**src/spxc_pkg.sv**
```systemverilog
// spxc_pkg: offsets, field positions and reset values of the port extended config bank
package spxc_pkg;

  // ------------------------------------------------------------------
  // register byte offsets
  // ------------------------------------------------------------------
  localparam logic [11:0] SPXC_OFS_LATENCY   = 12'h234;
  localparam logic [11:0] SPXC_OFS_L1SS_HDR  = 12'h240;
  localparam logic [11:0] SPXC_OFS_L1SS_CAP  = 12'h244;
  localparam logic [11:0] SPXC_OFS_L1SS_CTL1 = 12'h248;
  localparam logic [11:0] SPXC_OFS_L1SS_CTL2 = 12'h24C;
  localparam logic [11:0] SPXC_OFS_LINK_ST   = 12'h33C;
  localparam logic [11:0] SPXC_OFS_HOT_MAC   = 12'h340;
  localparam logic [11:0] SPXC_OFS_SIDEBAND  = 12'h344;
  localparam logic [11:0] SPXC_OFS_CPL_FLOW  = 12'h350;

  // ------------------------------------------------------------------
  // field positions
  // ------------------------------------------------------------------
  localparam int SPXC_SNP_VAL_LSB  = 0;
  localparam int SPXC_SNP_SCL_LSB  = 10;
  localparam int SPXC_NSNP_VAL_LSB = 16;
  localparam int SPXC_NSNP_SCL_LSB = 26;
  localparam int SPXC_VAL_W        = 10;
  localparam int SPXC_SCL_W        = 3;
  localparam int SPXC_CAP_PCIPM    = 1;
  localparam int SPXC_CAP_ASPM     = 3;
  localparam int SPXC_CAP_L1SS     = 4;
  localparam int SPXC_SB_SEL       = 0;
  localparam int SPXC_SB_ADR_LSB   = 1;
  localparam int SPXC_SB_PEC_DIS   = 9;
  localparam int SPXC_SB_PEC_FAIL  = 29;
  localparam int SPXC_SB_BAD_CMD   = 30;
  localparam int SPXC_FLOW_P1      = 1;
  localparam int SPXC_FLOW_P2      = 2;
  localparam int SPXC_HI_LSB       = 16;

  // ------------------------------------------------------------------
  // fixed values and reset values
  // ------------------------------------------------------------------
  localparam logic [15:0] SPXC_L1SS_CAP_ID   = 16'h001E;
  localparam logic [3:0]  SPXC_L1SS_VER      = 4'h1;
  localparam logic [11:0] SPXC_L1SS_NEXT     = 12'h000;
  localparam logic [2:0]  SPXC_CAP_RST       = 3'h5;    // {l1ss, aspm, pcipm} = 1,0,1
  localparam logic [7:0]  SPXC_LINK_ST_RST   = 8'h00;
  localparam logic [15:0] SPXC_HOT_RST       = 16'h0000;
  localparam logic [15:0] SPXC_MAC_RST       = 16'h0004;
  localparam logic [3:0]  SPXC_ADR_HI_RST    = 4'hD;
  localparam logic [2:0]  SPXC_SCALE_MAX     = 3'h5;
  localparam logic [31:0] SPXC_ZERO          = 32'h0000_0000;

  // latency unit is 1 ns per code step at scale 0, times 32 per step
  localparam int SPXC_SCALE_SHIFT = 5;

endpackage

```
**src/spxc_preset_if.sv**
```systemverilog
// spxc_preset_if: default-override channel from the sideband master or eeprom loader
`timescale 1ns/100ps
`default_nettype none
interface spxc_preset_if;
  logic        wr;      // one-cycle write strobe
  logic [11:0] addr;    // byte offset of target register
  logic [31:0] data;    // new default value
  modport src (output wr, output addr, output data);
  modport dst (input wr, input addr, input data);
endinterface
`default_nettype wire

```
**src/spxc_latency_calc.sv**
```systemverilog
// spxc_latency_calc: decodes a latency value and scale into nanoseconds
`timescale 1ns/100ps
`default_nettype none
module spxc_latency_calc
  import spxc_pkg::*;
(
  input  wire logic                  i_clk_sys,
  input  wire logic                  i_reset_n,
  input  wire logic [SPXC_VAL_W-1:0] i_value,
  input  wire logic [SPXC_SCL_W-1:0] i_scale,
  output logic      [39:0]           o_ns,
  output logic                       o_bad_scale
);
  logic [39:0] next_ns;
  logic        next_bad;
  logic [39:0] ns;
  logic        bad;

  // ------------------------------------------------------------------
  // decode
  // ------------------------------------------------------------------
  // value << (5*scale); codes above five are flagged and read zero
  always_comb begin
    next_bad = (i_scale > SPXC_SCALE_MAX);
    next_ns  = 40'(i_value) << (SPXC_SCALE_SHIFT * int'(i_scale));
    if (next_bad) begin
      next_ns = 40'h00_0000_0000;
    end
  end

  always_ff @(posedge i_clk_sys or negedge i_reset_n) begin
    if (!i_reset_n) begin
      ns  <= 40'h00_0000_0000;
      bad <= 1'b0;
    end else begin
      ns  <= next_ns;
      bad <= next_bad;
    end
  end

  assign o_ns        = ns;
  assign o_bad_scale = bad;
endmodule
`default_nettype wire

```
**src/spxc_regs.sv**
```systemverilog
// spxc_regs: extended configuration register bank of one switch port
`timescale 1ns/100ps
`default_nettype none
module spxc_regs
  import spxc_pkg::*;
(
  input  wire logic        i_clk_sys,
  input  wire logic        i_reset_n,
  // configuration access port
  input  wire logic        i_cfg_wr,
  input  wire logic        i_cfg_rd,
  input  wire logic [11:0] i_cfg_addr,
  input  wire logic [3:0]  i_cfg_be,
  input  wire logic [31:0] i_cfg_wdata,
  output logic      [31:0] o_cfg_rdata,
  output logic             o_cfg_rvalid,
  // default-override writes from sideband master or eeprom autoload
  input  wire logic        i_preset_wr,
  input  wire logic [11:0] i_preset_addr,
  input  wire logic [31:0] i_preset_data,
  // strap pins for the low slave address bits
  input  wire logic [2:0]  i_addr_strap,
  // sideband engine events
  input  wire logic        i_pec_fail_evt,
  input  wire logic        i_bad_cmd_evt,
  // controls steering the rest of the port
  output logic             o_smbus_mode,
  output logic [6:0]       o_slave_addr,
  output logic             o_pec_check_en,
  output logic             o_pcipm_l11_en,
  output logic             o_aspm_l11_en,
  output logic [2:1]       o_cpl_flow_en,
  output logic [39:0]      o_snoop_ns,
  output logic [39:0]      o_nosnoop_ns,
  output logic             o_bad_scale
);

  // ------------------------------------------------------------------
  // state
  // ------------------------------------------------------------------
  logic [SPXC_VAL_W-1:0] snp_val, next_snp_val, nsnp_val, next_nsnp_val;
  logic [SPXC_SCL_W-1:0] snp_scl, next_snp_scl, nsnp_scl, next_nsnp_scl;
  logic [2:0]            cap, next_cap;          // {l1ss, aspm, pcipm}
  logic                  pcipm_en, next_pcipm_en;
  logic                  aspm_en, next_aspm_en;
  logic [7:0]            link_st, next_link_st;
  logic [15:0]           hot_st, next_hot_st;
  logic [15:0]           mac_st, next_mac_st;
  logic                  sb_sel, next_sb_sel;
  logic [6:0]            sb_adr, next_sb_adr;
  logic                  pec_dis, next_pec_dis;
  logic                  pec_fail, next_pec_fail;
  logic                  bad_cmd, next_bad_cmd;
  logic [2:1]            flow_en, next_flow_en;
  logic                  strap_pend, next_strap_pend;
  logic [31:0]           rdata, next_rdata;
  logic                  rvalid, next_rvalid;
  logic [31:0]           wmask;
  logic [31:0]           wd;
  logic                  bad_snp, bad_nsnp;

  // byte-enable expansion
  always_comb begin
    for (int b = 0; b < 4; b++) begin
      wmask[b*8 +: 8] = {8{i_cfg_be[b]}};
    end
    wd = i_cfg_wdata & wmask;
  end

  spxc_preset_if preset ();
  assign preset.wr   = i_preset_wr;
  assign preset.addr = i_preset_addr;
  assign preset.data = i_preset_data;

  // ------------------------------------------------------------------
  // next-state logic
  // ------------------------------------------------------------------
  // software writes honour byte enables; a preset write in the same cycle
  // to a read-only word wins since software cannot write those at all
  always_comb begin
    next_snp_val    = snp_val;
    next_snp_scl    = snp_scl;
    next_nsnp_val   = nsnp_val;
    next_nsnp_scl   = nsnp_scl;
    next_cap        = cap;
    next_pcipm_en   = pcipm_en;
    next_aspm_en    = aspm_en;
    next_link_st    = link_st;
    next_hot_st     = hot_st;
    next_mac_st     = mac_st;
    next_sb_sel     = sb_sel;
    next_sb_adr     = sb_adr;
    next_pec_dis    = pec_dis;
    next_pec_fail   = pec_fail;
    next_bad_cmd    = bad_cmd;
    next_flow_en    = flow_en;
    next_strap_pend = 1'b0;

    // straps captured on the first edge after reset release
    if (strap_pend) begin
      next_sb_adr[2:0] = i_addr_strap;
    end

    if (i_cfg_wr) begin
      unique case (i_cfg_addr)
        SPXC_OFS_LATENCY: begin
          if (i_cfg_be[0]) begin
            next_snp_val[7:0] = wd[7:0];
          end
          if (i_cfg_be[1]) begin
            next_snp_val[9:8] = wd[9:8];
            next_snp_scl      = wd[SPXC_SNP_SCL_LSB +: SPXC_SCL_W];
          end
          if (i_cfg_be[2]) begin
            next_nsnp_val[7:0] = wd[23:16];
          end
          if (i_cfg_be[3]) begin
            next_nsnp_val[9:8] = wd[25:24];
            next_nsnp_scl      = wd[SPXC_NSNP_SCL_LSB +: SPXC_SCL_W];
          end
        end
        SPXC_OFS_L1SS_CTL1: begin
          if (i_cfg_be[0]) begin
            next_pcipm_en = wd[SPXC_CAP_PCIPM];
            next_aspm_en  = wd[SPXC_CAP_ASPM];
          end
        end
        SPXC_OFS_SIDEBAND: begin
          if (i_cfg_be[0]) begin
            next_sb_sel = wd[SPXC_SB_SEL];
            next_sb_adr = wd[SPXC_SB_ADR_LSB +: 7];
          end
          if (i_cfg_be[1]) begin
            next_pec_dis = wd[SPXC_SB_PEC_DIS];
          end
          // write one clears; bits 8, 10..28, 31 are dropped
          if (wd[SPXC_SB_PEC_FAIL]) begin
            next_pec_fail = 1'b0;
          end
          if (wd[SPXC_SB_BAD_CMD]) begin
            next_bad_cmd = 1'b0;
          end
        end
        SPXC_OFS_CPL_FLOW: begin
          if (i_cfg_be[0]) begin
            next_flow_en = wd[SPXC_FLOW_P2:SPXC_FLOW_P1];
          end
        end
        default: begin
          // read-only words and unmapped offsets ignore writes
        end
      endcase
    end

    // default overrides from sideband master or eeprom loader
    if (preset.wr) begin
      unique case (preset.addr)
        SPXC_OFS_L1SS_CAP: begin
          next_cap = {preset.data[SPXC_CAP_L1SS], preset.data[SPXC_CAP_ASPM],
                      preset.data[SPXC_CAP_PCIPM]};
        end
        SPXC_OFS_LINK_ST: begin
          next_link_st = preset.data[7:0];
        end
        SPXC_OFS_HOT_MAC: begin
          next_hot_st = preset.data[15:0];
          next_mac_st = preset.data[31:SPXC_HI_LSB];
        end
        default: begin
        end
      endcase
    end

    // events win over a same-cycle software clear
    if (i_pec_fail_evt && !pec_dis) begin
      next_pec_fail = 1'b1;
    end
    if (i_bad_cmd_evt) begin
      next_bad_cmd = 1'b1;
    end
  end

  // ------------------------------------------------------------------
  // read mux
  // ------------------------------------------------------------------
  // reserved positions are built as zero, never stored
  always_comb begin
    next_rvalid = i_cfg_rd;
    next_rdata  = SPXC_ZERO;
    if (i_cfg_rd) begin
      unique case (i_cfg_addr)
        SPXC_OFS_LATENCY: begin
          next_rdata[SPXC_SNP_VAL_LSB +: SPXC_VAL_W]  = snp_val;
          next_rdata[SPXC_SNP_SCL_LSB +: SPXC_SCL_W]  = snp_scl;
          next_rdata[SPXC_NSNP_VAL_LSB +: SPXC_VAL_W] = nsnp_val;
          next_rdata[SPXC_NSNP_SCL_LSB +: SPXC_SCL_W] = nsnp_scl;
        end
        SPXC_OFS_L1SS_HDR: begin
          next_rdata = {SPXC_L1SS_NEXT, SPXC_L1SS_VER, SPXC_L1SS_CAP_ID};
        end
        SPXC_OFS_L1SS_CAP: begin
          next_rdata[SPXC_CAP_PCIPM] = cap[0];
          next_rdata[SPXC_CAP_ASPM]  = cap[1];
          next_rdata[SPXC_CAP_L1SS]  = cap[2];
        end
        SPXC_OFS_L1SS_CTL1: begin
          next_rdata[SPXC_CAP_PCIPM] = pcipm_en;
          next_rdata[SPXC_CAP_ASPM]  = aspm_en;
        end
        SPXC_OFS_LINK_ST: begin
          next_rdata[7:0] = link_st;
        end
        SPXC_OFS_HOT_MAC: begin
          next_rdata = {mac_st, hot_st};
        end
        SPXC_OFS_SIDEBAND: begin
          next_rdata[SPXC_SB_SEL]              = sb_sel;
          next_rdata[SPXC_SB_ADR_LSB +: 7]     = sb_adr;
          next_rdata[SPXC_SB_PEC_DIS]          = pec_dis;
          next_rdata[SPXC_SB_PEC_FAIL]         = pec_fail;
          next_rdata[SPXC_SB_BAD_CMD]          = bad_cmd;
        end
        SPXC_OFS_CPL_FLOW: begin
          next_rdata[SPXC_FLOW_P2:SPXC_FLOW_P1] = flow_en;
        end
        default: begin
          next_rdata = SPXC_ZERO;    // control two and unmapped read zero
        end
      endcase
    end
  end

  // ------------------------------------------------------------------
  // registers
  // ------------------------------------------------------------------
  always_ff @(posedge i_clk_sys or negedge i_reset_n) begin
    if (!i_reset_n) begin
      snp_val    <= '0;
      snp_scl    <= '0;
      nsnp_val   <= '0;
      nsnp_scl   <= '0;
      cap        <= SPXC_CAP_RST;
      pcipm_en   <= 1'b0;
      aspm_en    <= 1'b0;
      link_st    <= SPXC_LINK_ST_RST;
      hot_st     <= SPXC_HOT_RST;
      mac_st     <= SPXC_MAC_RST;
      sb_sel     <= 1'b1;
      sb_adr     <= {SPXC_ADR_HI_RST, 3'h0};
      pec_dis    <= 1'b1;
      pec_fail   <= 1'b0;
      bad_cmd    <= 1'b0;
      flow_en    <= 2'h0;
      strap_pend <= 1'b1;
      rdata      <= SPXC_ZERO;
      rvalid     <= 1'b0;
    end else begin
      snp_val    <= next_snp_val;
      snp_scl    <= next_snp_scl;
      nsnp_val   <= next_nsnp_val;
      nsnp_scl   <= next_nsnp_scl;
      cap        <= next_cap;
      pcipm_en   <= next_pcipm_en;
      aspm_en    <= next_aspm_en;
      link_st    <= next_link_st;
      hot_st     <= next_hot_st;
      mac_st     <= next_mac_st;
      sb_sel     <= next_sb_sel;
      sb_adr     <= next_sb_adr;
      pec_dis    <= next_pec_dis;
      pec_fail   <= next_pec_fail;
      bad_cmd    <= next_bad_cmd;
      flow_en    <= next_flow_en;
      strap_pend <= next_strap_pend;
      rdata      <= next_rdata;
      rvalid     <= next_rvalid;
    end
  end

  // ------------------------------------------------------------------
  // latency decode
  // ------------------------------------------------------------------
  spxc_latency_calc u_snp (
    .i_clk_sys   (i_clk_sys),
    .i_reset_n   (i_reset_n),
    .i_value     (snp_val),
    .i_scale     (snp_scl),
    .o_ns        (o_snoop_ns),
    .o_bad_scale (bad_snp)
  );

  spxc_latency_calc u_nsnp (
    .i_clk_sys   (i_clk_sys),
    .i_reset_n   (i_reset_n),
    .i_value     (nsnp_val),
    .i_scale     (nsnp_scl),
    .o_ns        (o_nosnoop_ns),
    .o_bad_scale (bad_nsnp)
  );

  assign o_bad_scale    = bad_snp | bad_nsnp;
  assign o_cfg_rdata    = rdata;
  assign o_cfg_rvalid   = rvalid;
  assign o_smbus_mode   = sb_sel;
  assign o_slave_addr   = sb_adr;
  assign o_pec_check_en = ~pec_dis;
  assign o_pcipm_l11_en = pcipm_en;
  assign o_aspm_l11_en  = aspm_en;
  assign o_cpl_flow_en  = flow_en;
endmodule
`default_nettype wire

```
**config.mk**
```make
export PLATFORM = sky130hd
export DESIGN_NAME = spxc_regs
export DESIGN_NICKNAME = d
export VERILOG_FILES = /design/src/spxc_pkg.sv /design/src/spxc_preset_if.sv /design/src/spxc_latency_calc.sv /design/src/spxc_regs.sv
export SDC_FILE = /design/constraint.sdc
export NUM_CORES = 1
export LEC_CHECK = 0
export BUFFER_PORTS_ARGS = -buffer_cell sky130_fd_sc_hd__buf_2
export CAP_MARGIN = 25
export CORE_MARGIN = 4
export CORE_UTILIZATION = 45
export DETAILED_ROUTE_END_ITERATION = 10
export MAX_ROUTING_LAYER = met4
export PLACE_DENSITY_LB_ADDON = 0.05
export SYNTH_ARGS = -nofsm -noshare
export SYNTH_HDL_FRONTEND = slang
export SYNTH_HIERARCHICAL = 1
export SYNTH_SLANG_ARGS = --single-unit
```
**constraint.sdc**
```tcl
create_clock -name i_clk_sys -period 3 [get_ports i_clk_sys]
set_input_delay 0.6 -clock i_clk_sys [delete_from_list [all_inputs] [get_ports i_clk_sys]]
set_output_delay 0.6 -clock i_clk_sys [all_outputs]
set_load 0.05 [all_outputs]
```
## Word-level counts from Yosys, hierarchy flattened

Index checks and enable logic that the tools add are counted.

| storage, ports and cells | value |
|---|---|
| input bits | 102 |
| logic and storage cells | 95 |
| bits in registers | 200 |

| cells by class | value |
|---|---|
| multiplexer cells | 28 |
| eq/ne operators | 11 |
| bitwise logic cells | 3 |
| order comparisons | 2 |
| shift operators | 2 |
| multiply operators | 2 |
| reductions and logical operators | 21 |

Operators with widths:

| cell | count |
|---|---|
| equality test 12 x 10 -> 1 bit, second input constant | 11 |
| 2-to-1 mux 40 bit | 2 |
| << shifter 10 x 32 -> 40 bit | 2 |
| case mux 13 bit (3 select lines) | 1 |
| 2-to-1 mux 32 bit | 1 |
| AND 31 bit | 1 |
| AND reduction 3 bit | 10 |
| 2-to-1 mux 3 bit | 5 |
| multiplier 3 x 3 -> 6 bit, first input constant | 2 |
| case mux 1 bit (6 select lines) | 2 |
| case mux 3 bit (4 select lines) | 1 |
| nonzero test 2 bit | 6 |
| 2-to-1 mux 1 bit | 9 |
| case mux 1 bit (8 select lines) | 1 |
| case mux 1 bit (7 select lines) | 1 |
| greater-than comparator 3 bit, second input constant | 2 |
| case mux 3 bit (2 select lines) | 1 |
| AND reduction 2 bit | 3 |
| case mux 1 bit (4 select lines) | 1 |
| case mux 2 bit (2 select lines) | 1 |
| case mux 1 bit (3 select lines) | 1 |
| case mux 1 bit (2 select lines) | 1 |
| logical AND 1 bit | 1 |
| zero test 1 bit | 1 |
| 2 further kinds | 2 |

## Depth between registers and ports, before layout

Gate-level depths: netlist of the first run.

| depth | value |
|---|---|
| depth in word-level cells | 5 |
| mapped depth | 10 |
| depth with buffers taken out | 7 |

## Cells and area by module

Netlist of the first run, hierarchy kept.

By module, submodules not included:

| module | cells an instance | instances | seq. area each (sq um) | area each (sq um) |
|---|---|---|---|---|
| spxc_regs | 374 | 1 | 2,964.1 | 5,001.0 |
| spxc_latency_calc at u_nsnp | 224 | 1 | 1,026.0 | 2,264.7 |
| spxc_latency_calc at u_snp | 201 | 1 | 1,026.0 | 2,034.5 |

## Worst setup path after synthesis of the first run

OpenSTA, ideal clock, no wires.

| timing path | value |
|---|---|
| path type | input to register |
| start | input i_cfg_addr[4] |
| end | register sb_adr[0], in the netlist o_slave_addr[0] |
| stages | 6 |
| library setup time | 0.127 ns |
| arrival time | 2.222 ns |
| setup slack | 0.650 ns |
| data required time | 2.873 ns |
| path through | or4b_1 -> buf_2 -> nor4_4 -> and2b_1 -> buf_4 -> mux2_1 |

| on the way | value |
|---|---|
| word-level cells in the longest chain between the ends | 3 |

RTL lines:

| item | line | source |
|---|---|---|
| start: declaration | spxc_regs.sv:12 | `input wire logic [11:0] i_cfg_addr,` |
| equality test 12 x 10 -> 1 bit | spxc_regs.sv:105 | `unique case (i_cfg_addr)` |
| 2-to-1 mux 3 bit | spxc_regs.sv:105 |  |
| 2-to-1 mux 3 bit | spxc_regs.sv:104 | `if (i_cfg_wr) begin` |
| via next_sb_adr[0] | spxc_regs.sv:50 | `logic [6:0] sb_adr, next_sb_adr;` |
| end signal: assignment | spxc_regs.sv:249 | `sb_adr <= {SPXC_ADR_HI_RST, 3'h0};` |
| end signal: assignment | spxc_regs.sv:269 | `sb_adr <= next_sb_adr;` |
| end: declaration | spxc_regs.sv:50 |  |

The timed path passes the listed nets, and every way through them passes these cells.
A chain may end at the register's enable or synchronous reset.

## Worst setup path in the final report of the first run

| timing path | value |
|---|---|
| start | register nsnp_scl[2] |
| end | register u_nsnp.ns[16], in the netlist u_nsnp/o_ns[16] |

| on the way | value |
|---|---|
| word-level cells in the longest chain between the ends | 3 |
| elaborated cells between the ends (all ways) | 4 |
| those cells by class | mul (1); order compare (1); shift (1); mux (1) |

RTL lines:

| item | line | source |
|---|---|---|
| start: declaration | spxc_regs.sv:42 | `logic [SPXC_SCL_W-1:0] snp_scl, next_snp_scl, nsnp_scl, next_nsnp_scl;` |
| start signal: assignment | spxc_regs.sv:261 | `nsnp_scl <= next_nsnp_scl;` |
| multiplier 3 x 3 -> 6 bit | spxc_latency_calc.sv:25 | `next_ns = 40'(i_value) << (SPXC_SCALE_SHIFT * int'(i_scale));` |
| << shifter 10 x 32 -> 40 bit | spxc_latency_calc.sv:25 |  |
| 2-to-1 mux 40 bit (*) | spxc_latency_calc.sv:26 | `if (next_bad) begin` |
| via u_nsnp.next_ns[16] | spxc_latency_calc.sv:14 | `logic [39:0] next_ns;` |
| end signal: assignment | spxc_latency_calc.sv:36 | `ns <= next_ns;` |
| end: declaration | spxc_latency_calc.sv:16 | `logic [39:0] ns;` |

Mark *: on every way through the listed nets, which the timed path passes. The rest lies on a longest branch.

==> flow_summary_export.csv, run 1 <==
group,metric,value,unit
drt,vias,7369,
floorplanning,die_y,152,um
critical_path,path_max_fanout,10,
logic_synthesis,ys_types,79,
logic_synthesis,synth_fp_nets,909,
floorplanning,die_x,152,um
critical_path,worstSetupEndpointType,"register",
clock_tree,ctsHoldBuffers,0,
placed_design,gp_congestion,0.904,
placed_design,dp_hpwl,18.9,mm
logic_synthesis,ys_seq_elements,200,
power,clock_power_share,0.444,
critical_path,cp.required,3.37,ns
logic_synthesis,synth_area,0.00930,sq mm
logic_synthesis,ys_top_cells_by_count,"dfrtp_1 (191), mux2_2 (85), nor2_1 (75), o22ai_1 (39), nand2_1 (36)",
clock_tree,cts_tree,"yes",
sta,post-route-period-util,0.832,
clock_tree,clk_path_buf_depth,2,
power,power_frac_seq,0.511,
drt,drcViolationCount,0,
clock_tree,cts_resized,0,
grt,track_usage,0.226,
floorplanning,coreArea,0.0203,sq mm
drt,drtAntennaViolNets,0,
floorplanning,initial_core_util,0.458,
grt,grt_pass1_vias,6987,
sta,setup_viol,0,
worst_hold_path,hp-class,"primary input to asynchronous set/reset pin",
grt,grt_start_max_net_pins,85,
logic_synthesis,synth_most_common_cell,"dfrtp_1",
sta,fin_crit,2.50,ns
drt,detail_route.vias_per_cell,5.65,
floorplanning,io_pins,229,
logic_synthesis,synthCells,799,
cells_and_area,final_area,0.0113,sq mm
critical_path,rrSetupSlack,0.50,ns
logic_synthesis,yosysWarnings,6,
drt,dr.pass1.iters,6,
placed_design,dpl_cell_area,0.0107,sq mm
critical_path,timing.rr.end,"u_nsnp/o_ns[16]",
sta,tightest_slew,0.920,ns
floorplanning,dieArea,0.0230,sq mm
logic_synthesis,synth_edf_count,0,
sta,hold_viol_final,0,
clock_tree,post-cts-setup-buffers,0,
sta,maxSlewViolCount,0,
cells_and_area,drive_gt1_frac,0.383,
grt,antenna_found_initial,3,
power,p_comb_frac,0.045,
power,p_int,0.00407,W
logic_synthesis,synth_top_area_cell,"dfrtp_1",
placed_design,portBuffers,224,
drt,finalWirelength,25.3,mm
logic_synthesis,syn_avg_cell_area,11.6,sq um
clock_tree,cts.reportedPaths.clkPinSlew,0.08,ns
sta,fmax,401,MHz
drt,drt_iter0_markers,605,
power,p_sw_frac,0.234,
outcome,outcome,"complete, no violations",
critical_path,critPathKind,"register to register",
cells_and_area,final_net_count,1129,
cells_and_area,fillers,1845,
power,ir_worst_vdd,0.000402,V
power,leakage,5.66,nW
clock_tree,htree_levels,4,
sta,timing.setup.tns,0,ns
clock_tree,cts.sinks,200,
logic_synthesis,netlist_top_cells_area,"dfrtp_1 (51%), mux2_2 (10%), nor2_1 (3.0%), o22ai_1 (2.6%), dfstp_2 (2.5%)",
logic_synthesis,async_flop_share,1.00,
run,drv_cap,0,
power,p_switching,0.00124,W
critical_path,crit-reg2reg-launch,"nsnp_scl[2]",
critical_path,rr_worst_depth,7,
clock_tree,cts-root-buf,"clkbuf_16",
grt,globalRouteOverflowTotal,0,
cells_and_area,fin_cells,1305,
grt,grt_first_pass_wirelength,39.1,mm
logic_synthesis,ys_seq_area_frac,0.539,
logic_synthesis,yosysTopAreaCellShare,0.514,
clock_tree,clock_latency,0.44,ns
sta,maxSlewHeadroom,0.386,
placed_design,dp.cells,1270,
floorplanning,row_count,52,
drt,wl_per_cell,19.4,um
cells_and_area,area_delta_synth_final,21.9,%
critical_path,arrival,2.86,ns
power,power_density,468,mW/mm^2
logic_synthesis,ys.flop_type,"dfrtp_1",
sta,fin_hold_ws,0.203,ns
critical_path,startpoint_type,"register",
clock_tree,numCtsBuffers,17,
sta,fin_skew,0.0127,ns
power,power,0.00531,W
sta,rsz0062_at_grt,"false",
==> kinds of logic (layout without fill, tap and decap cells) <==
kind of cell,Yosys count,count (layout),share of synthesized area
flip-flops,200,200,0.539
other,1,4,0.000403
multiplexers,120,120,0.149
AND/OR/NAND/NOR,242,242,0.139
adder cells (fa/ha/maj),8,8,0.0108
XOR/XNOR,4,4,0.00377
buffers and inverters,62,295,0.0330
AO/OA/AOI/OAI,162,162,0.125
==> cell usage in the layout (no fill, tap or decap), types with 8 or more instances in the layout <==
cell         n
dfstp_2      9
o21ai_0     13
ha_1         8
o32ai_1      9
mux2_1       9
nor2_1      75
nor2b_1      8
nand2b_1    11
a22oi_1     27
buf_4       24
dfrtp_1    191
clkbuf_16   17
and3_1      11
o22ai_1     39
nand3_1     18
mux2i_1     20
nor3_1      24
nand2_1     36
a21oi_1     19
nand4_1      9
buf_2      223
inv_1       13
mux2_2      85
==> power by group through the flow <==
stage	sequential (W)	combinational (W)	clock, W
final	0.00271	0.000238	0.00236
after global routing	0.00272	0.000265	0.00252
after CTS	0.00271	0.000242	0.00241
after detailed placement	0.00277	0.000242	0
after global placement	0.00277	0.000242	0
after floorplan	0.00279	0.0000531	0
==> worst max path at each step <==
stage,from,endpoint,cells after the start
2_1_floorplan,i_cfg_addr[4],o_slave_addr[0],6
5_1_grt,nsnp_scl[2],u_nsnp/o_ns[6],7
4_1_cts,nsnp_scl[2],u_nsnp/o_ns[33],5
6_report,nsnp_scl[2],u_nsnp/o_ns[16],7
3_3_place_gp,i_cfg_addr[8],nsnp_val[2],5
3_5_place_dp,i_cfg_addr[8],nsnp_val[1],5
==> sequential cells by signal, summed over array words and instances, names as in the netlist, 7 cells and up <==
register,count
u_snp/o_ns,40
o_cfg_rdata,32
link_st,8
hot_st,16
o_slave_addr,7
snp_val,10
nsnp_val,10
mac_st,16
u_nsnp/o_ns,40
==> layout make-up <==
cell class | count | area (sq um) | area share
Timing Repair Buffer | 250 | 1350 | 0.119
Sequential cell | 200 | 5020 | 0.443
Clock inverter | 14 | 158 | 0.0139
Multi-Input combinational cell | 537 | 3980 | 0.351
Tap cell | 270 | 338 | 0.0298
Clock buffer | 18 | 439 | 0.0387
Inverter | 13 | 48.8 | 0.00431
Antenna cell | 3 | 7.51 | 0.000662
==> critical path, stage by stage, from the launching register on <==
cell and delay (ns):
dfrtp_1 0.55, ha_1 0.26, and2_1 0.18, ha_1 0.25, a21oi_1 0.45, nand2b_1 0.28
o32ai_1 0.31, a31o_2 0.15
==> stage by stage <==
stage,setup slack [ns],util
floorplan,0.650,-
global placement,0.287,0.529
detailed placement,0.246,0.529
CTS,0.528,0.558
global route,0.206,0.558
finish,0.505,0.558
==> metal layers <==
metal,GRT usage,vias up,share of wire
met5,-,-,0
met4,0.0602,0,0.011
met3,0.0419,15,0.070
met2,0.332,306,0.47
met1,0.324,3618,0.45
li1,-,3430,-
No activity file was read; power rests on OpenSTA's default activity.
==> inputs of run 2 (changes only) <==
- ABC_AREA: unset -> 1
- clock period: 3 -> 2 ns (I/O delays scaled with it)
==> flow_summary_export.csv, run 2 <==
group,metric,value,unit
floorplanning,dieArea,0.0236,sq mm
grt,grt_start_max_net_pins,49,
floorplanning,coreArea,0.0210,sq mm
sta,hold_viol_final,0,
logic_synthesis,ys.flop_type,"dfrtp_1",
worst_hold_path,min_path_cells,2,
logic_synthesis,yosysWarnings,6,
sta,fmax,549,MHz
logic_synthesis,synth.mux.area_fraction,0.00524,
sta,maxSlewHeadroom,0.636,
critical_path,arrival,2.16,ns
clock_tree,cts-root-buf,"clkbuf_16",
drt,drcViolationCount,0,
drt,detail_route.vias_per_cell,4.91,
clock_tree,cts_tree,"yes",
sta,post-route-period-util,0.911,
worst_hold_path,hp-class,"primary input to register",
critical_path,critPathKind,"register to register",
logic_synthesis,synth_simple_gate_area_frac,0.296,
floorplanning,die_x,154,um
worst_hold_path,hold_end,"bad_cmd",
drt,wl_per_cell,15.3,um
critical_path,worstSetupEndpointType,"register",
floorplanning,initial_core_util,0.456,
drt,finalWirelength,25.6,mm
logic_synthesis,ys_top_cells_by_count,"nand2_1 (388), dfrtp_1 (191), nand3_1 (120), nor2_1 (92), inv_1 (63)",
placed_design,portBuffers,224,
logic_synthesis,ys_types,48,
logic_synthesis,synth_top_family_by_area,"simple AND/OR/NAND/NOR gates",
sta,fin_crit,1.82,ns
cells_and_area,drive_gt1_frac,0.261,
logic_synthesis,netlist_top_cells_area,"dfrtp_1 (50%), nand2_1 (15%), nand3_1 (6.3%), nor2_1 (3.6%), o21ai_0 (3.0%)",
sta,fin_hold_ws,0.181,ns
logic_synthesis,yosysTopAreaCellShare,0.500,
critical_path,path_common_cell,"inv_1",
drt,drtAntennaViolNets,0,
grt,globalRouteOverflowTotal,0,
grt,antenna_found_initial,0,
logic_synthesis,synth_edf_count,0,
placed_design,place_ws,0.0799,ns
critical_path,startpoint_type,"register",
power,ir_worst_vdd,0.000573,V
placed_design,dp_hpwl,19.5,mm
critical_path,rr_worst_depth,8,
sta,fin_skew,0.0133,ns
logic_synthesis,ys_seq_elements,200,
placed_design,dpl_cell_area,0.0111,sq mm
logic_synthesis,synth_xor_area_frac,0.00576,
power,power_density,681,mW/mm^2
cells_and_area,fin_cells,1671,
power,leakage,6.30,nW
placed_design,dp.cells,1638,
worst_hold_path,worstHoldStart,"i_bad_cmd_evt",
clock_tree,clk_path_buf_depth,2,
logic_synthesis,synth_top_area_cell,"dfrtp_1",
critical_path,crit_start,"snp_scl[0]",
cells_and_area,final_net_count,1493,
logic_synthesis,synthCells,1145,
cells_and_area,final_common_cell,"nand2_1",
cells_and_area,area_delta_synth_final,22.5,%
drt,drt_iter0_markers,508,
logic_synthesis,synth_fp_nets,1255,
sta,setup_viol,0,
critical_path,path_max_fanout,6,
critical_path,cp.required,2.34,ns
outcome,outcome,"complete, no violations",
sta,finalWorstSetupSlack,0.179,ns
critical_path,crit-reg2reg-launch,"snp_scl[0]",
run,drv_cap,0,
critical_path,rrSetupSlack,0.18,ns
clock_tree,htree_levels,4,
critical_path,timing.rr.end,"u_snp/o_ns[16]",
logic_synthesis,synth_area,0.00955,sq mm
clock_tree,post-cts-setup-buffers,0,
logic_synthesis,syn_avg_cell_area,8.34,sq um
cells_and_area,antenna_cells,0,
logic_synthesis,ys_seq_area_frac,0.525,
placed_design,gp_congestion,0.918,
cells_and_area,layout_common_cells,"nand2_1 (388), buf_2 (223), dfrtp_1 (191), nand3_1 (120), nor2_1 (92)",
critical_path,crit_path_max_incr_delay,0.40,ns
grt,track_usage,0.228,
grt,grt_first_pass_wirelength,42.3,mm
sta,timing.setup.tns,0,ns
drt,dr.pass1.iters,5,
logic_synthesis,synth_most_common_cell,"nand2_1",
floorplanning,die_y,154,um
critical_path,crit_chain,"ha_1 -> nand2_1 -> inv_1 -> ha_2 -> inv_1 -> nor2_4 -> inv_1 -> o21ai_0",
floorplanning,io_pins,229,
clock_tree,numCtsBuffers,17,
grt,grt_pass1_vias,7966,
sta,tightest_slew,0.546,ns
drt,vias,8206,
cells_and_area,fillers,2012,
sta,rsz0062_at_grt,"false",
sta,maxSlewViolCount,0,
clock_tree,cts.reportedPaths.clkPinSlew,0.08,ns
floorplanning,row_count,53,
clock_tree,cts.sinks,200,
clock_tree,clock_latency,0.44,ns
cells_and_area,final_area,0.0117,sq mm
critical_path,critical-path-slowest-cell,"ha_2",
logic_synthesis,synth_fa_ha_area_frac,0.0105,
logic_synthesis,async_flop_share,1.00,
logic_synthesis,synth_compound_gate_area_share,0.0885,
==> run 2: critical path: cells and delay by family (launching register included) <==
kind	cells	cell delay, ns
AO/OA/AOI/OAI	1	0.21
AND/OR/NAND/NOR	2	0.24
adder cells (fa/ha/maj)	2	0.59
buffers and inverters	3	0.30
flip-flops	1	0.39
==> run 2: logic make-up (layout without fill, tap and decap cells) <==
group,after synthesis,after routing
buf+inv,128,379
fa+ha+maj,8,8
compound gates,152,152
flops,200,200
simple gates,649,649
mux,5,5
xor+xnor,2,2
other cells,1,1
==> run 2: per-layer routing <==
| layer | track usage | share of wire | routed length [um] | vias to the layer above |
|---|---|---|---|---|
| li1 | - | - | - | 4183 |
| met1 | 0.318 | 0.47 | 12000 | 3744 |
| met2 | 0.342 | 0.45 | 11600 | 252 |
| met3 | 0.0478 | 0.064 | 1640 | 27 |
| met4 | 0.0597 | 0.014 | 367 | 0 |
| met5 | - | 0 | 0 | - |
==> run 2: worst max path at each step <==
stage,endpoint,slack (ns),depth (start not counted)
after floorplan,u_nsnp/o_ns[37],0.22,9
final,u_snp/o_ns[16],0.18,8
after global placement,snp_scl[1],0.11,9
after global routing,u_nsnp/o_ns[38],0.02,10
after CTS,u_nsnp/o_ns[38],0.16,10
after detailed placement,snp_scl[2],0.08,9
==> run 2: layout make-up <==
class	count	area (sq um)	share of cell area
flip-flops and latches	200	5020	0.429
well taps	275	344	0.0294
clock inverters	15	194	0.0166
inverters	81	314	0.0268
multi-input cells	817	3880	0.332
repair buffers	266	1520	0.130
clock buffers	17	425	0.0364
==> run 2: where the power goes <==
| group | switching, W | total [W] | internal, W |
|---|---|---|---|
| registers | 0.0000136 | 0.00407 | 0.00406 |
| clock network | 0.00182 | 0.00354 | 0.00172 |
| logic | 0.000237 | 0.000359 | 0.000123 |
==> run 2: stage by stage <==
step / power [W] / utilization
after global placement: 0.00452 / 0.528
final: 0.00797 / 0.558
after floorplan: 0.00427 / -
after CTS: 0.00806 / 0.558
after global routing: 0.00829 / 0.558
after detailed placement: 0.00452 / 0.528
==> run 2: what timing repair did <==
| action | CTS | global route |
|---|---|---|
| resized for setup | 0 | 1 |
| hold buffers | 1 | 0 |
| endpoints found under the hold margin | 39 | 0 |
| endpoints found under the setup margin | 0 | 2 |
==> inputs of run 3 (changes only) <==
- MAX_ROUTING_LAYER: met4 -> unset
- TNS_END_PERCENT: unset -> 20
==> flow_summary_export.csv, run 3 (synthesis gave the netlist of run 2 again) <==
group,metric,value,unit
outcome,outcome,"complete, no violations",
sta,tightest_slew,0.574,ns
power,power,0.00790,W
clock_tree,cts.sinks,200,
sta,hold_viol_final,0,
critical_path,crit-reg2reg-launch,"snp_scl[0]",
grt,grt_pass1_vias,8119,
grt,grt_start_max_net_pins,46,
clock_tree,numCtsBuffers,17,
sta,fin_crit,1.84,ns
critical_path,critPathKind,"register to register",
floorplanning,row_count,53,
placed_design,dp.cells,1635,
sta,post-route-period-util,0.922,
floorplanning,io_pins,229,
grt,antenna_found_initial,2,
sta,setup_viol,0,
sta,maxSlewHeadroom,0.617,
clock_tree,clock_latency,0.43,ns
drt,detail_route.vias_per_cell,5.01,
worst_hold_path,hold_end,"mac_st[2]",
run,drv_cap,0,
critical_path,path_max_fanout,6,
clock_tree,cts.reportedPaths.clkPinSlew,0.08,ns
critical_path,rrSetupSlack,0.16,ns
critical_path,cp.required,2.35,ns
worst_hold_path,min_path_cells,3,
floorplanning,die_x,154,um
drt,drcViolationCount,0,
clock_tree,htree_levels,4,
cells_and_area,antenna_cells,0,
grt,grt_first_pass_wirelength,42.5,mm
critical_path,worstSetupEndpointType,"register",
clock_tree,clk_path_buf_depth,2,
sta,rsz0062_at_grt,"false",
drt,dr.pass1.iters,5,
sta,fin_skew,0.0143,ns
sta,fmax,542,MHz
clock_tree,cts-root-buf,"clkbuf_16",
critical_path,rr_worst_depth,8,
drt,drt_iter0_markers,459,
worst_hold_path,worstHoldStart,"i_preset_data[18]",
grt,globalRouteOverflowTotal,0,
power,leakage,6.28,nW
cells_and_area,fin_cells,1668,
worst_hold_path,hp-class,"primary input to register",
power,ir_worst_vdd,0.000565,V
cells_and_area,final_common_cell,"nand2_1",
sta,timing.setup.tns,0,ns
critical_path,arrival,2.20,ns
drt,vias,8363,
power,power_density,679,mW/mm^2
floorplanning,dieArea,0.0236,sq mm
critical_path,startpoint_type,"register",
placed_design,dp_hpwl,19.5,mm
placed_design,gp_congestion,0.897,
cells_and_area,area_delta_synth_final,21.9,%
drt,drtAntennaViolNets,0,
clock_tree,post-cts-setup-buffers,0,
critical_path,timing.rr.end,"u_snp/o_ns[16]",
drt,wl_per_cell,15.4,um
drt,finalWirelength,25.7,mm
cells_and_area,layout_common_cells,"nand2_1 (388), buf_2 (223), dfrtp_1 (191), nand3_1 (120), nor2_1 (92)",
floorplanning,coreArea,0.0210,sq mm
sta,maxSlewViolCount,0,
cells_and_area,drive_gt1_frac,0.258,
cells_and_area,final_net_count,1490,
grt,track_usage,0.220,
floorplanning,die_y,154,um
floorplanning,initial_core_util,0.456,
placed_design,portBuffers,224,
clock_tree,cts_tree,"yes",
run 3: timing repair:
item	4_1_cts	5_1_grt
hold endpoints to repair	34	0
hold buffers	1	0
endpoints found under the setup margin	0	1
gates resized for setup	0	1
run 3: worst max path at each step:
stage / from / endpoint / slack (ns)
5_1_grt: snp_scl[0] / u_snp/o_ns[16] / 0.003
3_3_place_gp: i_cfg_addr[1] / snp_scl[1] / 0.11
6_report: snp_scl[0] / u_snp/o_ns[16] / 0.16
4_1_cts: snp_scl[0] / u_snp/o_ns[16] / 0.15
2_1_floorplan: nsnp_scl[1] / u_nsnp/o_ns[37] / 0.22
3_5_place_dp: i_cfg_addr[1] / nsnp_val[0] / 0.06
run 3: critical path: stages (launching register included):
cell,delay [ns]
dfrtp_1,0.40
ha_1,0.20
nand2_1,0.06
inv_1,0.05
ha_1,0.40
inv_1,0.14
nor2_4,0.19
inv_1,0.13
o21ai_0,0.19
run 3: area by class of cell:
| cell class | instances | area (sq um) |
|---|---|---|
| Clock buffer | 18 | 429 |
| Tap cell | 275 | 344 |
| Sequential cell | 200 | 5020 |
| Multi-Input combinational cell | 817 | 3880 |
| Fill cell | 2044 | 9310 |
| Clock inverter | 14 | 160 |
| Timing Repair Buffer | 263 | 1500 |
| Inverter | 81 | 314 |
run 3: stage by stage:
stage	hold slack (ns)	utilization	instance area (sq um)	setup WS [ns]
final	0.178	0.556	11600	0.156
after global routing	0.177	0.556	11600	0.00287
after CTS	0.168	0.556	11600	0.145
after detailed placement	0.364	0.527	11000	0.0622
after global placement	0.367	0.527	11000	0.108
after floorplan	0.104	-	9550	0.223
run 3: where the power goes:
group	leakage, nW	total [W]	switching, W	internal, W
Sequential	2.75	0.00407	0.0000133	0.00406
Combinational	3.24	0.000359	0.000238	0.000121
Clock	0.286	0.00347	0.00169	0.00179
Total	6.28	0.00790	0.00194	0.00596
run 3: routing by layer:
metal / track usage / share of wire
met5: 0 / 0.0013
met4: 0.0774 / 0.025
met3: 0.0507 / 0.067
met2: 0.338 / 0.45
met1: 0.310 / 0.46
